==> src/ecc_half_check.sv <==
// Shared constants and the 32-bit half check-bit encoder
package ddr_ecc_pkg;
    // Register word offsets (byte addresses)
    localparam logic [4:0] OFF_MEM_CFG   = 5'h00;
    localparam logic [4:0] OFF_ERR_DIS   = 5'h04;
    localparam logic [4:0] OFF_ERR_INTEN = 5'h08;
    localparam logic [4:0] OFF_ERR_STAT  = 5'h0c;
    localparam logic [4:0] OFF_ERR_CLR   = 5'h10;
    localparam logic [4:0] OFF_CMD       = 5'h14;
    // Memory configuration fields
    localparam int MEM_EN_BIT    = 31;
    localparam int TYPE_MSB      = 26;
    localparam int TYPE_LSB      = 24;
    localparam int HALF_BIT      = 3;
    localparam int ECC_EN_BIT    = 2;
    localparam int EIGHT_BIT     = 4;
    localparam int DRIVE_BIT     = 5;
    // Error disable / enable / status fields
    localparam int MULTI_BIT     = 28;
    localparam int CMD_DONE_BIT  = 0;
    // Command register fields
    localparam int CMD_RANK_BIT  = 16;
    localparam int CMD_BUSY_BIT  = 31;
    // Reset value and event bit mask
    localparam logic [31:0] MEM_CFG_RST = 32'h0000_0000;
    localparam logic [31:0] EVT_MASK    = 32'h1000_0001;
    // Memory type codes
    localparam logic [2:0] TYPE_DDR1 = 3'h2;
    localparam logic [2:0] TYPE_DDR2 = 3'h3;
    // Burst lengths in beats
    localparam logic [3:0] BURST_4 = 4'h4;
    localparam logic [3:0] BURST_8 = 4'h8;
    // Syndrome table split
    localparam int ROWS_FIRST  = 0;
    localparam int ROWS_SECOND = 32;

    // Command issue states, Gray along idle -> issue -> gap
    typedef enum logic [1:0] {
        ST_IDLE  = 2'b00,
        ST_ISSUE = 2'b01,
        ST_GAP   = 2'b11
    } cmd_state_t;

    // Syndrome row code: six index bits, their parity, and a one,
    // so every row has odd weight and two flips give even weight
    function automatic logic [7:0] row_code(input int r);
        logic [5:0] v;
        v = r[5:0];
        return {v, ^v, 1'b1};
    endfunction
endpackage

// Check bits of 32 data bits against one half of the syndrome table
module ecc_half_check #(
    parameter int ROW_BASE = 0                 // First table row used
) (
    input  wire logic [31:0] data_i,           // Data half
    output logic      [7:0]  check_o           // Check bits
);
    // Fold every set data bit's row code into the result
    always_comb begin
        check_o = 8'h00;
        for (int j = 0; j < 32; j++) begin
            if (data_i[j]) begin
                check_o = check_o ^ ddr_ecc_pkg::row_code(ROW_BASE + j);
            end
        end
    end
endmodule

==> src/ddr_ecc_error_reporting.sv <==
// DDR controller command issue, ECC check and error reporting
//
// The Wishbone interface to the registers and the address map were decided locally.
module ddr_ecc_error_reporting #(
    parameter int ADDR_W = 16,                 // Memory address width
    parameter int RANKS  = 2                   // Chip select count
) (
    input  wire logic              clk_i,      // Controller clock
    input  wire logic              rst_i,      // Sync reset, high
    input  wire logic              cyc_i,      // Wishbone cycle
    input  wire logic              stb_i,      // Wishbone strobe
    input  wire logic              we_i,       // Wishbone write
    input  wire logic [4:0]        adr_i,      // Wishbone byte address
    input  wire logic [3:0]        sel_i,      // Wishbone byte selects
    input  wire logic [31:0]       dat_i,      // Wishbone write data
    output logic      [31:0]       dat_o,      // Wishbone read data
    output logic                   ack_o,      // Wishbone acknowledge
    input  wire logic              rd_valid_i, // Read beat valid
    input  wire logic [63:0]       rd_data_i,  // Read beat data
    input  wire logic [7:0]        rd_check_i, // Read beat check bits
    output logic [ADDR_W-1:0]      mem_addr_lines_o,    // Address out
    output logic                   mem_addr_lines_oe_o, // Address drive
    output logic [RANKS-1:0]       rank_chip_select_n_o, // Selects
    output logic [RANKS-1:0]       rank_clock_enable_o, // Clock enables
    output logic [RANKS-1:0]       rank_termination_ctl_o, // ODT
    output logic [3:0]             burst_beats_o, // Configured burst
    output logic                   mem_if_enable_o, // Interface on
    output logic                   drive_strength_sel_o, // Drive select
    output logic                   core_fault_o, // Core fault pulse
    output logic                   irq_o       // Interrupt level
);
    localparam int RANK_W = (RANKS > 1) ? $clog2(RANKS) : 1;

    logic [31:0]            mem_cfg_r;
    logic                   multibit_detect_disable_r;
    logic [31:0]            int_en_r;
    logic [31:0]            status_r;
    logic [31:0]            status_nxt;
    logic [31:0]            evt_set;
    logic [31:0]            evt_clr;
    logic [ADDR_W-1:0]      cmd_addr_r;
    logic [RANK_W-1:0]      cmd_rank_r;
    logic                   cmd_pend_r;
    ddr_ecc_pkg::cmd_state_t state_r;
    logic                   wb_req;
    logic                   wb_wr;
    logic [31:0]            wmask;
    logic [31:0]            rdata;
    logic                   half_mode;
    logic                   ecc_en;
    logic                   odd_seen_r;
    logic [7:0]             part_r;
    logic [7:0]             chk_first;
    logic [7:0]             chk_second;
    logic [31:0]            second_in;
    logic [7:0]             syndrome;
    logic                   gran_done;
    logic                   multi_det;
    logic                   cmd_done;

    assign half_mode = mem_cfg_r[ddr_ecc_pkg::HALF_BIT];
    assign ecc_en    = mem_cfg_r[ddr_ecc_pkg::ECC_EN_BIT];

    // Bus handshake: one wait state, ack drops after one cycle
    assign wb_req = cyc_i && stb_i && !ack_o;
    assign wb_wr  = wb_req && we_i;
    assign wmask  = {{8{sel_i[3]}}, {8{sel_i[2]}},
                     {8{sel_i[1]}}, {8{sel_i[0]}}};

    always_ff @(posedge clk_i) begin
        if (rst_i) begin
            ack_o <= 1'b0;
        end else begin
            ack_o <= wb_req;
        end
    end

    // Configuration register, byte lanes honoured
    always_ff @(posedge clk_i) begin
        if (rst_i) begin
            mem_cfg_r <= ddr_ecc_pkg::MEM_CFG_RST;
        end else if (wb_wr && adr_i == ddr_ecc_pkg::OFF_MEM_CFG) begin
            mem_cfg_r <= (mem_cfg_r & ~wmask) | (dat_i & wmask);
        end
    end

    // Multi-bit detect disable
    always_ff @(posedge clk_i) begin
        if (rst_i) begin
            multibit_detect_disable_r <= 1'b0;
        end else if (wb_wr && adr_i == ddr_ecc_pkg::OFF_ERR_DIS
                     && sel_i[3]) begin
            multibit_detect_disable_r <= dat_i[ddr_ecc_pkg::MULTI_BIT];
        end
    end

    // Interrupt enables, only event bits are kept
    always_ff @(posedge clk_i) begin
        if (rst_i) begin
            int_en_r <= 32'h0000_0000;
        end else if (wb_wr && adr_i == ddr_ecc_pkg::OFF_ERR_INTEN) begin
            int_en_r <= ((int_en_r & ~wmask) | (dat_i & wmask))
                        & ddr_ecc_pkg::EVT_MASK;
        end
    end

    // Command register: a write queues one command issue
    always_ff @(posedge clk_i) begin
        if (rst_i) begin
            cmd_addr_r <= '0;
            cmd_rank_r <= '0;
        end else if (wb_wr && adr_i == ddr_ecc_pkg::OFF_CMD
                     && !cmd_pend_r) begin
            cmd_addr_r <= dat_i[ADDR_W-1:0];
            cmd_rank_r <= dat_i[ddr_ecc_pkg::CMD_RANK_BIT +: RANK_W];
        end
    end

    always_ff @(posedge clk_i) begin
        if (rst_i) begin
            cmd_pend_r <= 1'b0;
        end else if (state_r == ddr_ecc_pkg::ST_ISSUE) begin
            cmd_pend_r <= 1'b0;
        end else if (wb_wr && adr_i == ddr_ecc_pkg::OFF_CMD) begin
            cmd_pend_r <= 1'b1;
        end
    end

    // Issue sequence; the gap and idle cycles keep commands at least two cycles apart
    always_ff @(posedge clk_i) begin
        if (rst_i) begin
            state_r <= ddr_ecc_pkg::ST_IDLE;
        end else begin
            case (state_r)
                ddr_ecc_pkg::ST_IDLE: begin
                    if (cmd_pend_r && mem_if_enable_o) begin
                        state_r <= ddr_ecc_pkg::ST_ISSUE;
                    end
                end
                ddr_ecc_pkg::ST_ISSUE: state_r <= ddr_ecc_pkg::ST_GAP;
                ddr_ecc_pkg::ST_GAP:   state_r <= ddr_ecc_pkg::ST_IDLE;
                default:               state_r <= ddr_ecc_pkg::ST_IDLE;
            endcase
        end
    end
    assign cmd_done = (state_r == ddr_ecc_pkg::ST_ISSUE);

    // Pin stage: drive, address and select switch together
    always_ff @(posedge clk_i) begin
        if (rst_i) begin
            mem_addr_lines_oe_o  <= 1'b0;
            mem_addr_lines_o     <= '0;
            rank_chip_select_n_o <= '1;
        end else if (state_r == ddr_ecc_pkg::ST_IDLE && cmd_pend_r
                     && mem_if_enable_o) begin
            mem_addr_lines_oe_o  <= 1'b1;
            mem_addr_lines_o     <= cmd_addr_r;
            rank_chip_select_n_o <= ~(RANKS'(1) << cmd_rank_r);
        end else begin
            mem_addr_lines_oe_o  <= 1'b0;
            mem_addr_lines_o     <= '0;
            rank_chip_select_n_o <= '1;
        end
    end

    // Rank clock enable and termination follow the interface enable
    always_ff @(posedge clk_i) begin
        if (rst_i) begin
            rank_clock_enable_o    <= '0;
            rank_termination_ctl_o <= '0;
            mem_if_enable_o        <= 1'b0;
            drive_strength_sel_o   <= 1'b0;
            burst_beats_o          <= ddr_ecc_pkg::BURST_4;
        end else begin
            mem_if_enable_o <= mem_cfg_r[ddr_ecc_pkg::MEM_EN_BIT];
            rank_clock_enable_o <=
                {RANKS{mem_cfg_r[ddr_ecc_pkg::MEM_EN_BIT]}};
            rank_termination_ctl_o <=
                {RANKS{mem_cfg_r[ddr_ecc_pkg::MEM_EN_BIT]}};
            drive_strength_sel_o <= mem_cfg_r[ddr_ecc_pkg::DRIVE_BIT];
            // Burst choice is software's; the block only obeys it
            burst_beats_o <= mem_cfg_r[ddr_ecc_pkg::EIGHT_BIT]
                             ? ddr_ecc_pkg::BURST_8
                             : ddr_ecc_pkg::BURST_4;
        end
    end

    // Two table halves; in half width the second half sees the low lane
    assign second_in = half_mode ? rd_data_i[31:0] : rd_data_i[63:32];

    ecc_half_check #(
        .ROW_BASE (ddr_ecc_pkg::ROWS_FIRST)
    ) u_first (
        .data_i  (rd_data_i[31:0]),
        .check_o (chk_first)
    );

    ecc_half_check #(
        .ROW_BASE (ddr_ecc_pkg::ROWS_SECOND)
    ) u_second (
        .data_i  (second_in),
        .check_o (chk_second)
    );

    // Half width: odd beat holds first-half bits, even beat finishes
    always_ff @(posedge clk_i) begin
        if (rst_i) begin
            odd_seen_r <= 1'b0;
            part_r     <= 8'h00;
        end else if (rd_valid_i && half_mode) begin
            odd_seen_r <= !odd_seen_r;
            if (!odd_seen_r) begin
                part_r <= chk_first;
            end
        end else if (!half_mode) begin
            odd_seen_r <= 1'b0;
        end
    end

    always_comb begin
        if (half_mode) begin
            syndrome = part_r ^ chk_second ^ rd_check_i;
        end else begin
            syndrome = chk_first ^ chk_second ^ rd_check_i;
        end
    end

    // Even-weight nonzero syndrome means more than one flipped bit
    assign gran_done = rd_valid_i && (!half_mode || odd_seen_r);
    assign multi_det = gran_done && ecc_en && !multibit_detect_disable_r
                       && (syndrome != 8'h00) && !(^syndrome);

    // Core fault pulse on each uncorrectable granule
    always_ff @(posedge clk_i) begin
        if (rst_i) begin
            core_fault_o <= 1'b0;
        end else begin
            core_fault_o <= multi_det;
        end
    end

    // Sticky status: a set in the clear cycle survives
    always_comb begin
        evt_set = 32'h0000_0000;
        evt_set[ddr_ecc_pkg::MULTI_BIT]    = multi_det;
        evt_set[ddr_ecc_pkg::CMD_DONE_BIT] = cmd_done;
        evt_clr = 32'h0000_0000;
        if (wb_wr && adr_i == ddr_ecc_pkg::OFF_ERR_CLR) begin
            evt_clr = dat_i & wmask;
        end
        status_nxt = ((status_r & ~evt_clr) | evt_set)
                     & ddr_ecc_pkg::EVT_MASK;
        if (!ecc_en) begin
            status_nxt[ddr_ecc_pkg::MULTI_BIT] = 1'b0;
        end
    end

    always_ff @(posedge clk_i) begin
        if (rst_i) begin
            status_r <= 32'h0000_0000;
        end else begin
            status_r <= status_nxt;
        end
    end

    // Interrupt level from the registered status and enables
    always_ff @(posedge clk_i) begin
        if (rst_i) begin
            irq_o <= 1'b0;
        end else begin
            irq_o <= |(status_r & int_en_r);
        end
    end

    // Read mux; clear register and unmapped words read zero
    always_comb begin
        rdata = 32'h0000_0000;
        case (adr_i)
            ddr_ecc_pkg::OFF_MEM_CFG:   rdata = mem_cfg_r;
            ddr_ecc_pkg::OFF_ERR_DIS:
                rdata[ddr_ecc_pkg::MULTI_BIT] = multibit_detect_disable_r;
            ddr_ecc_pkg::OFF_ERR_INTEN: rdata = int_en_r;
            ddr_ecc_pkg::OFF_ERR_STAT:  rdata = status_r;
            ddr_ecc_pkg::OFF_CMD: begin
                rdata[ADDR_W-1:0] = cmd_addr_r;
                rdata[ddr_ecc_pkg::CMD_RANK_BIT +: RANK_W] = cmd_rank_r;
                rdata[ddr_ecc_pkg::CMD_BUSY_BIT] = cmd_pend_r;
            end
            default:                    rdata = 32'h0000_0000;
        endcase
    end

    always_ff @(posedge clk_i) begin
        if (rst_i) begin
            dat_o <= 32'h0000_0000;
        end else if (wb_req && !we_i) begin
            dat_o <= rdata;
        end
    end

    // Checks on the pins and the reporting path
    AST_ADDR_RELEASED: assert property (@(posedge clk_i)
        disable iff (rst_i)
        !mem_addr_lines_oe_o |-> mem_addr_lines_o == '0)
        else $error("address lines active while released");
    AST_CS_WITH_DRIVE: assert property (@(posedge clk_i)
        disable iff (rst_i)
        (rank_chip_select_n_o != '1) |-> mem_addr_lines_oe_o
            && mem_addr_lines_o == $past(cmd_addr_r))
        else $error("chip select without valid address");
    AST_DRIVE_ONE_CYCLE: assert property (@(posedge clk_i)
        disable iff (rst_i)
        mem_addr_lines_oe_o |=> !mem_addr_lines_oe_o ##1 1'b1)
        else $error("address drive held past one command");
    AST_NO_FAULT_ECC_OFF: assert property (@(posedge clk_i)
        disable iff (rst_i)
        !$past(ecc_en) |-> !core_fault_o)
        else $error("fault reported with ecc disabled");
    AST_FAULT_CAUSE: assert property (@(posedge clk_i)
        disable iff (rst_i)
        $past(multi_det) |-> core_fault_o
            && status_r[ddr_ecc_pkg::MULTI_BIT])
        else $error("multi-bit error not reported");
    AST_DISABLE_HIDES: assert property (@(posedge clk_i)
        disable iff (rst_i)
        $past(multibit_detect_disable_r) |-> !core_fault_o)
        else $error("error reported while detect disabled");
    AST_IRQ_GATED: assert property (@(posedge clk_i)
        disable iff (rst_i)
        ($past(int_en_r) == 32'h0000_0000) |-> !irq_o)
        else $error("interrupt with all enables clear");
    AST_STICKY_HOLD: assert property (@(posedge clk_i)
        disable iff (rst_i)
        status_r[ddr_ecc_pkg::MULTI_BIT] && ecc_en && !evt_clr[28]
            |=> status_r[ddr_ecc_pkg::MULTI_BIT])
        else $error("multi-bit flag lost without clear");
    AST_IRQ_FOLLOWS: assert property (@(posedge clk_i)
        disable iff (rst_i)
        status_r[28] && int_en_r[28] |=> irq_o)
        else $error("interrupt missing for enabled flag");
    AST_HALF_PAIRS: assert property (@(posedge clk_i)
        disable iff (rst_i)
        half_mode && rd_valid_i && !odd_seen_r
            |=> odd_seen_r && part_r == $past(chk_first))
        else $error("odd beat not held for pairing");
    AST_ACK_PULSE: assert property (@(posedge clk_i)
        disable iff (rst_i)
        ack_o |=> !ack_o)
        else $error("ack held longer than one cycle");

    COV_CMD: cover property (@(posedge clk_i) disable iff (rst_i)
        mem_addr_lines_oe_o);
    COV_MULTI_IRQ: cover property (@(posedge clk_i) disable iff (rst_i)
        core_fault_o ##1 irq_o);
    COV_HALF_ERR: cover property (@(posedge clk_i) disable iff (rst_i)
        half_mode && multi_det);
endmodule

==> config.mk <==
export PLATFORM = sky130hd
export DESIGN_NAME = ddr_ecc_error_reporting
export DESIGN_NICKNAME = d
export VERILOG_FILES = /design/src/ecc_half_check.sv /design/src/ddr_ecc_error_reporting.sv
export SDC_FILE = /design/constraint.sdc
export NUM_CORES = 1
export LEC_CHECK = 0
export ABC_AREA = 1
export BUFFER_PORTS_ARGS = -buffer_cell sky130_fd_sc_hd__buf_2
export CORE_ASPECT_RATIO = 1.1
export CORE_MARGIN = 2
export CORE_UTILIZATION = 35
export DETAILED_ROUTE_END_ITERATION = 8
export GPL_TIMING_DRIVEN = 0
export HOLD_SLACK_MARGIN = 0.06
export PLACE_DENSITY = 0.64
export SETUP_SLACK_MARGIN = 0.15
export SYNTH_ARGS = -nofsm -noshare
export SYNTH_HDL_FRONTEND = slang
export SYNTH_SLANG_ARGS = --single-unit
==> constraint.sdc <==
create_clock -name clk_i -period 3.92 [get_ports clk_i]
set_input_delay 0.196 -clock clk_i [delete_from_list [all_inputs] [get_ports clk_i]]
set_output_delay 0.196 -clock clk_i [all_outputs]
set_load 0.02 [all_outputs]
==> impl_metrics.yaml <==
run_status:
  status: "complete, no violations"
yosys:
  ys_top_cells_by_area: "dfxtp_1 (32%), nand2_1 (15%), xnor2_1 (9.1%)"
  synthFlopType: "dfxtp_1"
  synth-seq-cells: 123
  yosysTopAreaCellShare_pct: 32.3
  synth.largest_area_cell: "dfxtp_1"
  mappedNetlistArea_um2: 7620
  synth_edf_count: 0
  synthCells: 1140
  yosys-top-cells-count: "nand2_1 (313), inv_1 (139), dfxtp_1 (123)"
  ys_seq_area_share_pct: 32.3
  ys_warn_count: 0
  synth-async-reset-ratio_pct: 0
  syn_avg_cell_area_um2: 6.69
  synthDistinctLibCells: 42
  yosysMostFrequentCell: "nand2_1"
worst_setup_path:
  cpMaxStageDelayCell: "o21ai_1"
  critPathKind: "flip-flop to flip-flop"
  cp_data_arrival_time_ps: 3600
  r2r_end: "status_r[28]"
  critPathRequiredTime_ps: 4260
  critPathMaxFanout: 10
  path_cells: "buf_6 > inv_2 > buf_6 > o21ai_1 > xor2_1 > xor2_1 > inv_1 > xor2_1 > inv_1 > nand2_1 > nand2_1 > nand3_1 > nand2_1 > ha_1 > xnor2_1 > xnor2_1 > nand3_1 > o21ai_0 > nand2_1 > nor2_1"
  rrSetupSlack_ps: 660
  cp_slowest_stage_delay_ps: 440
  setup.worst_path.end: "status_r[28]"
  crit_top_cell: "nand2_1"
  reg2reg_depth: 20
  worstSetupEndpointType: "flip-flop"
  cp-start-kind: "flip-flop"
cells_and_area:
  drive_gt1_share_pct: 17.9
  areaGrowthSynthToFinish_pct: 25.9
  final_cell_count_no_fill: 1649
  layout.nets: 1468
  fillCellCount: 2252
cts:
  cts-root-buf: "clkbuf_16"
  clkTransAtPathRegs_ps: 60
  numCtsBuffers: 17
  insertion_delay_ps: 410
  cts.sink_count: 123
  tritoncts: "done"
  postCtsSetupRepairBufs: 0
  ctsResizeCount: 0
  htreeDepth: 4
  cts_buffer_depth: 2
timing:
  fmax_mhz: 307
  drv_slew: 0
  setup_viol: 0
  finalHoldViolCount: 0
  final.setup_skew_ps: 6.33
  relSlewSlack_pct: 53.2
  fin_ws_ps: 665
  hold_slack_ps: 62.8
  worstMarginPinSlew_ps: 696
  grt_setup_unrepaired: "false"
  post-route-period-util_pct: 83.0
  layout_min_cycle_time_ps: 3260
  tns_ps: 0
routing:
  ant_nets: 0
  drc: 0
  wire_per_inst_um: 14.5
  vias_per_cell: 4.68
  drt_first_pass_iters: 5
  drt_iter0_drc: 455
  wirelength_um: 23900
  vias: 7723
worst_hold_path:
  hold_class: "primary input to flip-flop"
grt:
  antenna_found_initial: 1
  grt_pass1_vias: 7379
  grt_max_degree: 17
  grt_pass1_wl_um: 37600
  overflow: 0
  grtUsageTotal_pct: 21.0
place:
  dp_cells: 1604
  dp_hpwl_um: 19100
  dp_slack_ps: 625
  routabilityCongestion: 0.941
  port_buffers: 173
pwr:
  ir_drop_mv: 0.338
  power.leakage_nw: 4.60
  powerDensity_nw_per_um2: 425
floorplanning:
  fp-row-count: 56
  boundaryPins: 183
  chipHeight_um: 159
  dieArea_um2: 23000
  core_area_um2: 21400
  start_util_pct: 35.7
  die_w_um: 145
job:
  maxCapViolations: 0
## layout make-up
type | count | area, um^2 | area share [%]
plain buffers | 48 | 255 | 2.66
clock buffers | 22 | 484 | 5.04
clock inverters | 10 | 139 | 1.45
flip-flops and latches | 123 | 2460 | 25.6
diodes | 1 | 2.50 | 0.0261
well taps | 290 | 363 | 3.78
inverters | 145 | 544 | 5.67
repair buffers | 185 | 986 | 10.3
multi-input cells | 825 | 4370 | 45.5
## critical path: cells and delay by family (launching register included)
kind | cells | cell delay, ps
xor+xnor | 5 | 1040
simple gates | 7 | 510
compound gates | 2 | 530
flops | 1 | 320
buf+inv | 5 | 490
fa+ha+maj | 1 | 280
## worst min path at each step
stage	from	slack [ps]	depth (start not counted)	endpoint
2_1_floorplan	dat_i[27]	330	2	flip-flop
3_3_place_gp	cmd_rank_r	380	1	rank_chip_select_n_o[1]
3_5_place_dp	cmd_rank_r	380	1	rank_chip_select_n_o[1]
4_1_cts	dat_i[19]	60	3	flip-flop
5_1_grt	dat_i[19]	60	3	flip-flop
6_report	dat_i[19]	60	3	flip-flop
## per-stage QoR
stage	instance area (um^2)	power, mW	utilization [%]
floorplan	7630	2.19	-
finish	9600	4.08	44.9
global placement	8860	2.46	41.4
global route	9600	4.32	44.9
CTS	9600	4.11	44.9
detailed placement	8860	2.48	41.4
## power breakdown
part	switching [mW]	internal, mW	total (mW)
logic	0.689	0.506	1.20
clock network	0.556	1.07	1.62
registers	0.00452	1.26	1.26
## logic make-up (layout without fill, tap and decap cells)
kind of cell	count (synthesis)	after routing	share of synthesized area (%)
buffers and inverters	193	410	10.5
DFF	123	123	32.3
and+or+nand+nor	478	478	25.6
xor gates and xnor gates	148	148	17.3
adders and majority gates	4	4	0.656
other	1	3	0.0492
AOI/OAI and AO/OA	193	193	13.6
## metal layers
metal / share of wire [%] / vias up / global-route usage [%] / routed length (um)
met3: 6.5 / 46 / 3.35 / 1550
met5: 0.050 / - / 0 / 12
met4: 2.6 / 2 / 7.02 / 624
met1: 42 / 3414 / 25.8 / 10100
li1: - / 3982 / - / -
met2: 49 / 279 / 36.8 / 11600
## layout by cell type, fill, tap and decap left out, types with 3 or more instances in the layout
cell type and instances:
a21oi_1 72, buf_2 176, buf_4 7, buf_6 6
bufinv_16 3, clkbuf_1 32, clkbuf_16 17, clkbuf_8 4
clkinv_1 3, clkinv_2 3, clkinv_4 3, dfxtp_1 123
dlygate4sd3_1 12, ha_1 4, inv_1 139, inv_2 3
nand2_1 313, nand2_2 5, nand3_1 52, nand3b_1 3
nand4_1 4, nor2_1 77, nor3_1 4, nor4_1 6
o211ai_1 4, o21ai_0 80, o21ai_1 13, o22ai_1 13
or2_1 5, or2_2 7, xnor2_1 79, xor2_1 66
## repair_timing
item                                    CTS  global route
endpoints found under the setup margin    0             0
hold buffers                             12             0
endpoints found under the hold margin    12             0
No activity file was read; power rests on OpenSTA's default activity.
